File: config.mk
export PLATFORM = sky130hd
export DESIGN_NAME = bgp_gpio
export DESIGN_NICKNAME = d
export VERILOG_FILES = /design/src/rtl/bgp_pkg.sv /design/src/rtl/bgp_gpio.sv
export SDC_FILE = /design/constraint.sdc
export NUM_CORES = 2
export LEC_CHECK = 0
export BUFFER_PORTS_ARGS = -buffer_cell sky130_fd_sc_hd__buf_2
export CORE_MARGIN = 3
export CORE_UTILIZATION = 47
export CTS_CLUSTER_DIAMETER = 120
export CTS_CLUSTER_SIZE = 14
export DETAILED_ROUTE_END_ITERATION = 8
export PLACE_DENSITY = 0.72
export SETUP_SLACK_MARGIN = 0.1
export SLEW_MARGIN = 5
export SYNTH_ARGS = -nofsm -noshare
export SYNTH_HDL_FRONTEND = slang
export SYNTH_SLANG_ARGS = --single-unit
File: constraint.sdc
create_clock -name clk_in -period 4.6 [get_ports clk_in]
set_clock_uncertainty 0.2 [all_clocks]
set_input_delay 1.15 -clock clk_in [delete_from_list [all_inputs] [get_ports clk_in]]
set_output_delay 1.15 -clock clk_in [all_outputs]
set_load 0.05 [all_outputs]
File: src/rtl/bgp_pkg.sv
// Constants for the banked general-purpose pin block with edge events.
package bgp_pkg;

    // ------------------------------------------------------------------
    // Geometry
    // ------------------------------------------------------------------
    localparam int NUM_PINS   = 104;
    localparam int BANK_W     = 16;
    localparam int NUM_BANKS  = 7;
    localparam int FLAT_W     = NUM_BANKS * BANK_W;
    localparam int NUM_UNIQUE = 10;

    // Implemented pins; the upper half of the last bank is empty.
    localparam logic [FLAT_W-1:0] POP_MASK = {8'h00, {NUM_PINS{1'b1}}};

    // ------------------------------------------------------------------
    // Register map: byte address = bank * BANK_STRIDE + register offset
    // ------------------------------------------------------------------
    localparam logic [11:0] BANK_STRIDE = 12'h040;
    localparam logic [3:0]  IDX_DIR     = 4'h0;
    localparam logic [3:0]  IDX_OUT     = 4'h1;
    localparam logic [3:0]  IDX_SET     = 4'h2;
    localparam logic [3:0]  IDX_CLR     = 4'h3;
    localparam logic [3:0]  IDX_IN      = 4'h4;
    localparam logic [3:0]  IDX_RISE    = 4'h5;
    localparam logic [3:0]  IDX_FALL    = 4'h6;
    localparam logic [3:0]  IDX_STAT    = 4'h7;
    localparam logic [3:0]  IDX_MASK    = 4'h8;

    // ------------------------------------------------------------------
    // Reset values
    // ------------------------------------------------------------------
    localparam logic [FLAT_W-1:0] DIR_RST  = {FLAT_W{1'b1}};
    localparam logic [FLAT_W-1:0] ZERO_RST = {FLAT_W{1'b0}};

endpackage : bgp_pkg

File: src/rtl/bgp_gpio.sv
// Banked general-purpose pin block with APB registers, edge interrupts and DMA events.
//
// Added by the designer: the register offsets and the APB register port.
`timescale 1ns/1ps
`default_nettype none

// Functional notes
// RULE_01: An output pin drives the stored output register bit.
// RULE_02: An input pin's sampled level is readable in the input register.
// RULE_03: Pins form banks of sixteen; bank 0 holds pins 0 to 15.
// RULE_04: 104 pins, indices 103 down to 0, seven banks, last partly filled.
// RULE_05: Pins 9 to 0 each have their own interrupt output.
// RULE_06: Each of seven banks has one aggregated interrupt output.
// RULE_07: Per pin, rising, falling or both edges select event generation.
// RULE_08: Pins 9 to 0 each have their own DMA event output.
// RULE_09: Each bank has one aggregated DMA event output.
// RULE_10: Set and clear registers change only bits written as one.
// RULE_11: Input and output registers are separate; output writable directly.
// RULE_12: Reading the output register returns driven levels, not pin levels.
// RULE_13: Input register shows real pin level even for output pins.
// RULE_14: Each pin input passes a two-stage synchroniser first.
module bgp_gpio
    import bgp_pkg::*;
(
    input  wire logic                  clk_in,
    input  wire logic                  rst_in,
    input  wire logic                  psel_in,
    input  wire logic                  penable_in,
    input  wire logic                  pwrite_in,
    input  wire logic [11:0]           paddr_in,
    input  wire logic [31:0]           pwdata_in,
    output var  logic [31:0]           prdata_out,
    output var  logic                  pready_out,
    output var  logic                  pslverr_out,
    input  wire logic [NUM_PINS-1:0]   pin_in,
    output var  logic [NUM_PINS-1:0]   pin_out,
    output var  logic [NUM_PINS-1:0]   pin_oe_n_out,
    output var  logic [NUM_UNIQUE-1:0] pin_irq_out,
    output var  logic [NUM_BANKS-1:0]  bank_irq_out,
    output var  logic [NUM_UNIQUE-1:0] pin_dma_controller_event_out,
    output var  logic [NUM_BANKS-1:0]  bank_dma_controller_event_out,
    output var  logic                  irq_out
);

    // ------------------------------------------------------------------
    // Helpers
    // ------------------------------------------------------------------

    // Picks the sixteen bits of one bank out of a flat pin vector.
    function automatic logic [BANK_W-1:0] bank_slice(input logic [FLAT_W-1:0] v,
                                                     input logic [2:0]        b);
        bank_slice = v[b*BANK_W +: BANK_W];
    endfunction : bank_slice

    // Spreads a per-bank strobe over that bank's sixteen lanes.
    function automatic logic [FLAT_W-1:0] bank_lanes(input logic       en,
                                                     input logic [2:0] b);
        logic [FLAT_W-1:0] ones;
        ones = {{(FLAT_W-BANK_W){1'b0}}, {BANK_W{1'b1}}};
        bank_lanes = en ? (ones << (b * BANK_W)) : ZERO_RST;
    endfunction : bank_lanes

    // ------------------------------------------------------------------
    // State
    // ------------------------------------------------------------------
    logic [FLAT_W-1:0] dir_q;
    logic [FLAT_W-1:0] dir_d;
    logic [FLAT_W-1:0] out_q;
    logic [FLAT_W-1:0] out_d;
    logic [FLAT_W-1:0] rise_en_q;
    logic [FLAT_W-1:0] rise_en_d;
    logic [FLAT_W-1:0] fall_en_q;
    logic [FLAT_W-1:0] fall_en_d;
    logic [FLAT_W-1:0] stat_q;
    logic [FLAT_W-1:0] stat_d;
    logic [FLAT_W-1:0] mask_q;
    logic [FLAT_W-1:0] mask_d;
    logic [NUM_PINS-1:0] sync1_q;
    logic [NUM_PINS-1:0] sync2_q;
    logic [NUM_PINS-1:0] sync3_q;
    logic [31:0]       rdata_d;

    // ------------------------------------------------------------------
    // APB decode
    // ------------------------------------------------------------------

    // The slave inserts one wait state so read data comes from a flop.
    wire logic [2:0]  acc_bank  = paddr_in[8:6];
    wire logic [3:0]  acc_idx   = paddr_in[5:2];
    wire logic        in_range  = (acc_bank < 3'(NUM_BANKS)) && (acc_idx <= IDX_MASK)
                                  && (paddr_in[11:9] == 3'h0) && (paddr_in[1:0] == 2'h0);
    wire logic        acc_first = psel_in && penable_in && !pready_out;
    wire logic        acc_done  = psel_in && penable_in && pready_out;
    wire logic        wr_ok     = acc_done && pwrite_in && in_range;
    wire logic [FLAT_W-1:0] wdat = {NUM_BANKS{pwdata_in[BANK_W-1:0]}};

    // Lane strobes for each writable register.
    wire logic [FLAT_W-1:0] w_dir  = bank_lanes(wr_ok && acc_idx == IDX_DIR,  acc_bank);
    wire logic [FLAT_W-1:0] w_out  = bank_lanes(wr_ok && acc_idx == IDX_OUT,  acc_bank);
    wire logic [FLAT_W-1:0] w_set  = bank_lanes(wr_ok && acc_idx == IDX_SET,  acc_bank);
    wire logic [FLAT_W-1:0] w_clr  = bank_lanes(wr_ok && acc_idx == IDX_CLR,  acc_bank);
    wire logic [FLAT_W-1:0] w_rise = bank_lanes(wr_ok && acc_idx == IDX_RISE, acc_bank);
    wire logic [FLAT_W-1:0] w_fall = bank_lanes(wr_ok && acc_idx == IDX_FALL, acc_bank);
    wire logic [FLAT_W-1:0] w_stat = bank_lanes(wr_ok && acc_idx == IDX_STAT, acc_bank);
    wire logic [FLAT_W-1:0] w_mask = bank_lanes(wr_ok && acc_idx == IDX_MASK, acc_bank);

    // ------------------------------------------------------------------
    // Pin sampling and edge detection
    // ------------------------------------------------------------------

    // Sampled level kept in the flat layout, empty lanes read as zero.
    wire logic [FLAT_W-1:0] in_view = {{(FLAT_W-NUM_PINS){1'b0}}, sync2_q}; // RULE_13
    wire logic [FLAT_W-1:0] prev    = {{(FLAT_W-NUM_PINS){1'b0}}, sync3_q};

    // Edge events honour each pin's rising and falling selections.
    wire logic [FLAT_W-1:0] ev = ((in_view & ~prev & rise_en_q)
                                 | (~in_view & prev & fall_en_q)) & POP_MASK; // RULE_07

    // One aggregate per bank of sixteen pins.
    logic [NUM_BANKS-1:0] bank_ev;
    always_comb begin
        for (int b = 0; b < NUM_BANKS; b++) begin
            bank_ev[b] = |ev[b*BANK_W +: BANK_W]; // RULE_03
        end
    end

    // ------------------------------------------------------------------
    // Next-state logic for the register file
    // ------------------------------------------------------------------

    // Only implemented pins hold state; the rest stay zero.
    assign dir_d     = ((dir_q & ~w_dir) | (wdat & w_dir)) & POP_MASK; // RULE_04
    assign out_d     = (((out_q & ~w_out) | (wdat & w_out)) // RULE_11
                       | (wdat & w_set)) & ~(wdat & w_clr) & POP_MASK; // RULE_10
    assign rise_en_d = ((rise_en_q & ~w_rise) | (wdat & w_rise)) & POP_MASK;
    assign fall_en_d = ((fall_en_q & ~w_fall) | (wdat & w_fall)) & POP_MASK;
    assign mask_d    = ((mask_q & ~w_mask) | (wdat & w_mask)) & POP_MASK;

    // A fresh event wins over a write-one clear in the same cycle.
    assign stat_d    = (stat_q & ~(wdat & w_stat)) | ev;

    // Read mux; set and clear registers read as zero, unmapped reads as zero.
    always_comb begin
        rdata_d = 32'h0000_0000;
        if (in_range) begin
            case (acc_idx)
                IDX_DIR:  rdata_d[BANK_W-1:0] = bank_slice(dir_q, acc_bank);
                IDX_OUT:  rdata_d[BANK_W-1:0] = bank_slice(out_q, acc_bank); // RULE_12
                IDX_IN:   rdata_d[BANK_W-1:0] = bank_slice(in_view, acc_bank); // RULE_02
                IDX_RISE: rdata_d[BANK_W-1:0] = bank_slice(rise_en_q, acc_bank);
                IDX_FALL: rdata_d[BANK_W-1:0] = bank_slice(fall_en_q, acc_bank);
                IDX_STAT: rdata_d[BANK_W-1:0] = bank_slice(stat_q, acc_bank);
                IDX_MASK: rdata_d[BANK_W-1:0] = bank_slice(mask_q, acc_bank);
                default:  rdata_d = 32'h0000_0000;
            endcase
        end
    end

    // ------------------------------------------------------------------
    // Synchroniser
    // ------------------------------------------------------------------

    // The first stage feeds only the second; sync3 is the edge history.
    always_ff @(posedge clk_in) begin
        if (rst_in) begin
            sync1_q <= '0;
            sync2_q <= '0;
            sync3_q <= '0;
        end else begin
            sync1_q <= pin_in; // RULE_14
            sync2_q <= sync1_q; // RULE_14
            sync3_q <= sync2_q;
        end
    end

    // ------------------------------------------------------------------
    // Registers
    // ------------------------------------------------------------------

    // All pins come up as inputs so nothing is driven before software decides.
    always_ff @(posedge clk_in) begin
        if (rst_in) begin
            dir_q     <= DIR_RST & POP_MASK;
            out_q     <= ZERO_RST;
            rise_en_q <= ZERO_RST;
            fall_en_q <= ZERO_RST;
            stat_q    <= ZERO_RST;
            mask_q    <= ZERO_RST;
        end else begin
            dir_q     <= dir_d;
            out_q     <= out_d;
            rise_en_q <= rise_en_d;
            fall_en_q <= fall_en_d;
            stat_q    <= stat_d;
            mask_q    <= mask_d;
        end
    end

    // APB response: ready rises for one cycle after the first access cycle.
    always_ff @(posedge clk_in) begin
        if (rst_in) begin
            pready_out  <= 1'b0;
            pslverr_out <= 1'b0;
            prdata_out  <= 32'h0000_0000;
        end else begin
            pready_out  <= acc_first;
            pslverr_out <= acc_first && !in_range;
            prdata_out  <= (acc_first && !pwrite_in) ? rdata_d : 32'h0000_0000;
        end
    end

    // ------------------------------------------------------------------
    // Pin drive and event outputs
    // ------------------------------------------------------------------

    // Event outputs are one-cycle pulses; the level irq uses sticky status.
    always_ff @(posedge clk_in) begin
        if (rst_in) begin
            pin_out                       <= '0;
            pin_oe_n_out                  <= '1;
            pin_irq_out                   <= '0;
            bank_irq_out                  <= '0;
            pin_dma_controller_event_out  <= '0;
            bank_dma_controller_event_out <= '0;
            irq_out                       <= 1'b0;
        end else begin
            pin_out                       <= out_d[NUM_PINS-1:0]; // RULE_01
            pin_oe_n_out                  <= dir_d[NUM_PINS-1:0]; // RULE_01
            pin_irq_out                   <= ev[NUM_UNIQUE-1:0]; // RULE_05
            bank_irq_out                  <= bank_ev; // RULE_06
            pin_dma_controller_event_out  <= ev[NUM_UNIQUE-1:0]; // RULE_08
            bank_dma_controller_event_out <= bank_ev; // RULE_09
            irq_out                       <= |(stat_d & mask_d);
        end
    end

    // ------------------------------------------------------------------
    // Assertions
    // ------------------------------------------------------------------
    wire logic acc0 = acc_done && acc_bank == 3'h0 && in_range;
endmodule : bgp_gpio

`default_nettype wire

## After elaboration in Yosys (flattened, before gate mapping)

Index checks and enable logic that the tools add are counted.

| storage, ports and cells | value |
|---|---|
| flip-flop bits (word level) | 996 |
| bits of input ports | 153 |
| output and inout port bits | 277 |
| word-level logic and storage cells | 116 |

| cells by class | value |
|---|---|
| magnitude comparators | 2 |
| equality and inequality tests | 8 |
| shifts and indexed selects | 8 |
| muxes and demuxes | 9 |
| bitwise gates (word level) | 39 |
| reductions and logical operators | 34 |

Operators by type and width:

| cell | count |
|---|---|
| AND 104 bit | 17 |
| NOT 104 bit | 8 |
| indexed part select 112 x 8 -> 16 bit | 7 |
| 2-to-1 mux 104 bit | 7 |
| bitwise OR 104 bit | 7 |
| AND 112 bit | 2 |
| AND 112 x 104 -> 112 bit | 1 |
| 2-to-1 mux 112 bit | 1 |
| NOT 112 bit | 1 |
| bitwise OR 112 x 104 -> 112 bit | 1 |
| case mux 16 bit (7 select lines) | 1 |
| OR reduction 112 bit | 1 |
| left shift 16 x 7 -> 112 bit, first input constant | 1 |
| OR reduction 16 bit | 6 |
| logical AND 1 bit | 18 |
| == test 4 x 3 -> 1 bit, second input constant | 4 |
| == test 4 x 2 -> 1 bit, second input constant | 2 |
| OR reduction 8 bit | 1 |
| == test 4 x 1 -> 1 bit, second input constant | 1 |
| == test 4 bit, second input constant | 1 |
| <= comparator 4 bit, second input constant | 1 |
| zero test 4 bit | 1 |
| zero test 1 bit | 3 |
| zero test 3 bit | 1 |
| 5 further kinds | 6 |

## Longest topological paths before layout

| depth | value |
|---|---|
| depth in word-level cells | 13 |
| mapped depth | 12 |

## Worst setup path before layout

Ideal clock, no wire load.

| timing path | value |
|---|---|
| path kind | input to register |
| start | input paddr_in[1] |
| end | register irq_out |
| data arrival time | 3,537 ps |
| slack | 723 ps |
| stages on the path | 9 |
| path buffers | 1 |
| cells stage by stage | nor3_1 buf_2 nand4_1 nor3_2 mux2_2 a2111oi_0 nand4_1 nor4_1 a41oi_1 |

| between the ends | value |
|---|---|
| longest elaborated chain between the ends | 11 |
| elaborated cells on any way between the ends | 17 |
| classes of those cells | mux: 2; bitwise: 9; reduce/logical: 6 |

Ends and longest elaborated chain:

| element | line | text |
|---|---|---|
| start, declared | bgp_gpio.sv:30 | `input wire logic [11:0] paddr_in,` |
| zero test 2 bit (*) | bgp_gpio.sv:91 | `&& (paddr_in[11:9] == 3'h0) && (paddr_in[1:0] == 2'h0);` |
| logical AND 1 bit (*) | bgp_gpio.sv:91 |  |
| logical AND 1 bit (*) | bgp_gpio.sv:94 | `wire logic wr_ok = acc_done && pwrite_in && in_range;` |
| logical AND 1 bit | bgp_gpio.sv:104 | `wire logic [FLAT_W-1:0] w_stat = bank_lanes(wr_ok && acc_idx == IDX_STAT, acc_bank);` |
| 2-to-1 mux 112 bit | bgp_gpio.sv:60 | `bank_lanes = en ? (ones << (b * BANK_W)) : ZERO_RST;` |
| AND 112 bit | bgp_gpio.sv:140 | `assign stat_d = (stat_q & ~(wdat & w_stat)) \| ev;` |
| NOT 112 bit | bgp_gpio.sv:140 |  |
| AND 112 bit | bgp_gpio.sv:140 |  |
| bitwise OR 112 x 104 -> 112 bit | bgp_gpio.sv:140 |  |
| AND 112 x 104 -> 112 bit (*) | bgp_gpio.sv:233 | `irq_out <= \|(stat_d & mask_d);` |
| OR reduction 112 bit (*) | bgp_gpio.sv:233 |  |
| end signal, assigned | bgp_gpio.sv:233 |  |
| end, declared | bgp_gpio.sv:42 | `output var logic irq_out` |

Every way passes the cells marked *; elsewhere a longest branch is shown, timed or not.
A chain may end at the register's enable or synchronous reset.

## Worst setup path after layout

| timing path | value |
|---|---|
| start | input pwrite_in |
| end | register irq_out |

| between the ends | value |
|---|---|
| longest elaborated chain between the ends | 10 |
| elaborated cells on any way between the ends | 16 |
| classes of those cells | mux: 2; bitwise: 9; reduce/logical: 5 |

Ends and longest elaborated chain:

| element | line | text |
|---|---|---|
| start, declared | bgp_gpio.sv:29 | `input wire logic pwrite_in,` |
| logical AND 1 bit (*) (2 in series) | bgp_gpio.sv:94 |  |
| logical AND 1 bit | bgp_gpio.sv:104 |  |
| 2-to-1 mux 112 bit | bgp_gpio.sv:60 |  |
| AND 112 bit | bgp_gpio.sv:140 |  |
| NOT 112 bit | bgp_gpio.sv:140 |  |
| AND 112 bit | bgp_gpio.sv:140 |  |
| bitwise OR 112 x 104 -> 112 bit | bgp_gpio.sv:140 |  |
| AND 112 x 104 -> 112 bit (*) | bgp_gpio.sv:233 |  |
| OR reduction 112 bit (*) | bgp_gpio.sv:233 |  |

Marks and branches as above.

==> results by group <==
Worst hold path
  • HP Class: reg -> reg
  • Hold endpoint: sync2_q[65]
  • Hold Crit Start: sync1_q[65]
  • Hold-critical path depth: 1

Cells and area
  • Area Growth Syn to Fin: 14.7%
  • Nets: between 4,000 and 5,000
  • Share of post-route cells with drive strength above 1: roughly 16%
  • Cell Count, Final, Fillers Out: about 5,900
  • Final core occ: a little over half

Run
  • Number of max-cap violations: 0

CTS
  • Longest Clk Path Bufs: 3
  • TritonCTS clock tree: done
  • CTS buffer count: 79
  • Clock sinks: 980
  • Clk Latency, worst-skew pair: roughly 0.7 ns
  • H-tree depth: 3
  • Post-CTS Hold Buffers: 0
  • Post-cts sizing count: 0
  • Clk slew on worst S/H paths: about 0.070 ns
  • CTS root buffer: clkbuf_16
  • Setup Fix Bufs, Post-CTS: 0

Global routing
  • Grt ovf: 0
  • Antenna violations before repair: 17
  • Overall Global Routing Usage: between 30 and 40%
  • Largest net degree at the start of global routing: between 200 and 250
  • First-pass GRT wire length: 233,000 um
  • Vias in the first global route: between 30,000 and 40,000

Worst setup path
  • Slowest stage cell, crit path: and4_1
  • Crit path max fanout: 11
  • R2R Path Start: pready_out
  • Crit path DAT: 4.31 ns
  • Worst EP required: between 4 and 5 ns
  • R2r worst-path depth: 8
  • Crit-path most repeated cell: and4_1
  • Critical path class: in -> reg
  • Cells along the critical path: buf_2 -> and4_1 -> and4_1 -> nand3_1 -> mux2_2 -> a2111oi_0 -> nand4_1 -> nor4_1 -> a41oi_1
  • CP Capture Type: register
  • Flop2flop setup slack: between 0.8 and 0.9 ns
  • Terminus of the critical flop-to-flop path: irq_out
  • Max incr delay on CP: about 0.56 ns
  • Startpoint Class: input port

Timing
  • Period utilisation layout: about 87%
  • Slew Limit Headroom: between 20% and 30%
  • Final Critical Period: around 4.0 ns
  • Fmax: ~250 MHz
  • PnR worst setup slack: between 0.5 and 0.6 ns
  • Unrepaired setup endpoints after global routing: no
  • Final Setup Violations: 0
  • Pins Over Slew Limit: 0
  • Setup TNS: 0 ns
  • Worst hold slack: between 0.2 and 0.25 ns
  • Worst Tran Pin Value: approximately 1.1 ns
  • Final hold vios: 0

Floorplan
  • Die area: roughly 0.089 mm^2
  • Die W: around 300 um
  • Core Rows: roughly 110
  • Core area: 0.0844 mm^2
  • Initial Util: between 40% and 50%
  • Die Height: 299 um
  • Top Ports: 430

Routing
  • Detail Route Antenna Nets: 0
  • Vias per inst: approximately 6.4
  • Routed WL: 163,000 um
  • Vias: about 37,000
  • DRT iter0 DRCs: 5,881
  • DRC viols: 21
  • Wirelength per Cell: roughly 28 um
  • Initial DRT Pass Iterations: 9

Placement
  • Port Buffers: approximately 400
  • GPL Wtd Cong: ~1
  • Dpl ws: -0.00347 ns
  • Final HPWL DP: about 110,000 um
  • Cell count after placement: a little under 6,000

Pwr
  • Leakage power: 16.9 nW
  • Power per cell area: about 340 mW/mm^2
  • Maximum VDD drop: roughly 310 uV

Synthesis
  • Synthesized flop and latch total: between 900 and 1,000
  • Mapped Cells: around 4,400
  • Post-synthesis sequential area ratio: between 40% and 50%
  • Post-synth top area cell: dfxtp_1
  • Post-synth top flop: dfxtp_1
  • Count leader, synth: dfxtp_1
  • Synth top area share: between 40 and 50%
  • Post-synthesis async set-or-reset flop share: 0%
  • Synth cell count leaders: 980 x dfxtp_1, 397 x nand2_1, 374 x a22oi_1, 363 x nor2_1, 345 x nor2b_1
  • Synth Warn #: 0
  • EDFF count, synth: 0
  • Syn Area/Cell: just over 9 um^2
  • Synthesized cell area: 0.0404 mm^2
  • Count of cell types in the netlist: between 60 and 70
  • Top cells by area, synth: dfxtp_1 49%, a22oi_1 7.0%, mux2i_1 5.7%

Outcome
  • Violated checks: design-rule violations
  • Status: complete, but fails checks
-- logic make-up (layout without fill, tap and decap cells) --
family	Yosys count	count (layout)	synth area share, %
compound gates	1139	1139	19.1
xor+xnor	1	1	0.0217
buf+inv	471	762	4.93
flops	980	980	48.6
mux	267	267	7.13
other cells	1	23	0.00929
simple gates	1590	1590	20.3
-- how the worst max path moves through the flow --
stage                 from  endpoint  slack [ns]  depth (start not counted)
2_1_floorplan  paddr_in[1]   irq_out        0.72                          9
3_3_place_gp   paddr_in[3]   irq_out        0.07                         11
3_5_place_dp   paddr_in[3]   irq_out      -0.003                         11
4_1_cts        paddr_in[3]   irq_out        0.70                         11
5_1_grt          pwrite_in   irq_out        0.48                         10
6_report         pwrite_in   irq_out        0.60                          9
-- layout by cell type (no fill, tap or decap), types with 7 or more instances in the layout --
| master | n |
|---|---|
| dfxtp_1 | 980 |
| nand2_1 | 397 |
| buf_2 | 394 |
| a22oi_1 | 374 |
| nor2_1 | 362 |
| nor2b_1 | 345 |
| mux2i_1 | 229 |
| o21ai_0 | 214 |
| a21oi_1 | 197 |
| buf_4 | 191 |
| nand3b_1 | 151 |
| a211oi_1 | 114 |
| nand3_1 | 102 |
| clkbuf_16 | 81 |
| nand4_1 | 67 |
| inv_1 | 58 |
| nand2b_1 | 44 |
| a222oi_1 | 41 |
| a31oi_1 | 40 |
| a211o_1 | 40 |
| and3_1 | 33 |
| buf_12 | 32 |
| nor4_1 | 29 |
| mux2_2 | 24 |
| o211ai_1 | 16 |
| conb_1 | 16 |
| nor2_2 | 15 |
| mux4_2 | 14 |
| o21a_1 | 12 |
| a2bb2oi_1 | 12 |
| a2111oi_0 | 11 |
| nor3_1 | 10 |
| o22ai_1 | 9 |
| o22a_1 | 9 |
| diode_2 | 7 |
| o31a_1 | 7 |
| a41oi_1 | 7 |
-- critical path: cells and delay by family --
kind | cells | cell delay (ns)
AND/OR/NAND/NOR | 5 | 1.99
multiplexers | 1 | 0.41
AO/OA/AOI/OAI | 2 | 0.62
buffers and inverters | 1 | 0.12
-- per-layer routing --
metal	part of all wire (%)	global-route usage, %
met1	38	45.8
met2	42	51.2
met5	0.029	0
met3	12	7.50
met4	7.5	22.3
-- metrics by stage --
| step | total power [mW] | area, um^2 |
|---|---|---|
| after global routing | 16.2 | 46300 |
| after CTS | 15.9 | 46300 |
| after floorplan | 9.34 | 40400 |
| final | 15.9 | 46300 |
| after detailed placement | 9.77 | 44200 |
| after global placement | 9.77 | 44200 |
-- report_power, final --
| part | switching (mW) | total (mW) | internal, mW |
|---|---|---|---|
| Clock | 3.13 | 6.27 | 3.14 |
| Sequential | 0.0746 | 8.67 | 8.59 |
| Combinational | 0.702 | 0.964 | 0.262 |
| Total | 3.91 | 15.9 | 12.0 |
-- layout make-up --
cell class / count / area (um^2)
antenna: 7 / 17.5
clock buffer: 81 / 2030
clock inverter: 5 / 81.3
fill: 7619 / 38000
inverter: 58 / 218
multi-input combinational: 3013 / 18900
sequential: 980 / 19600
tap: 1134 / 1420
timing repair buffer: 618 / 4060
Power figures use the tool's default switching activity.
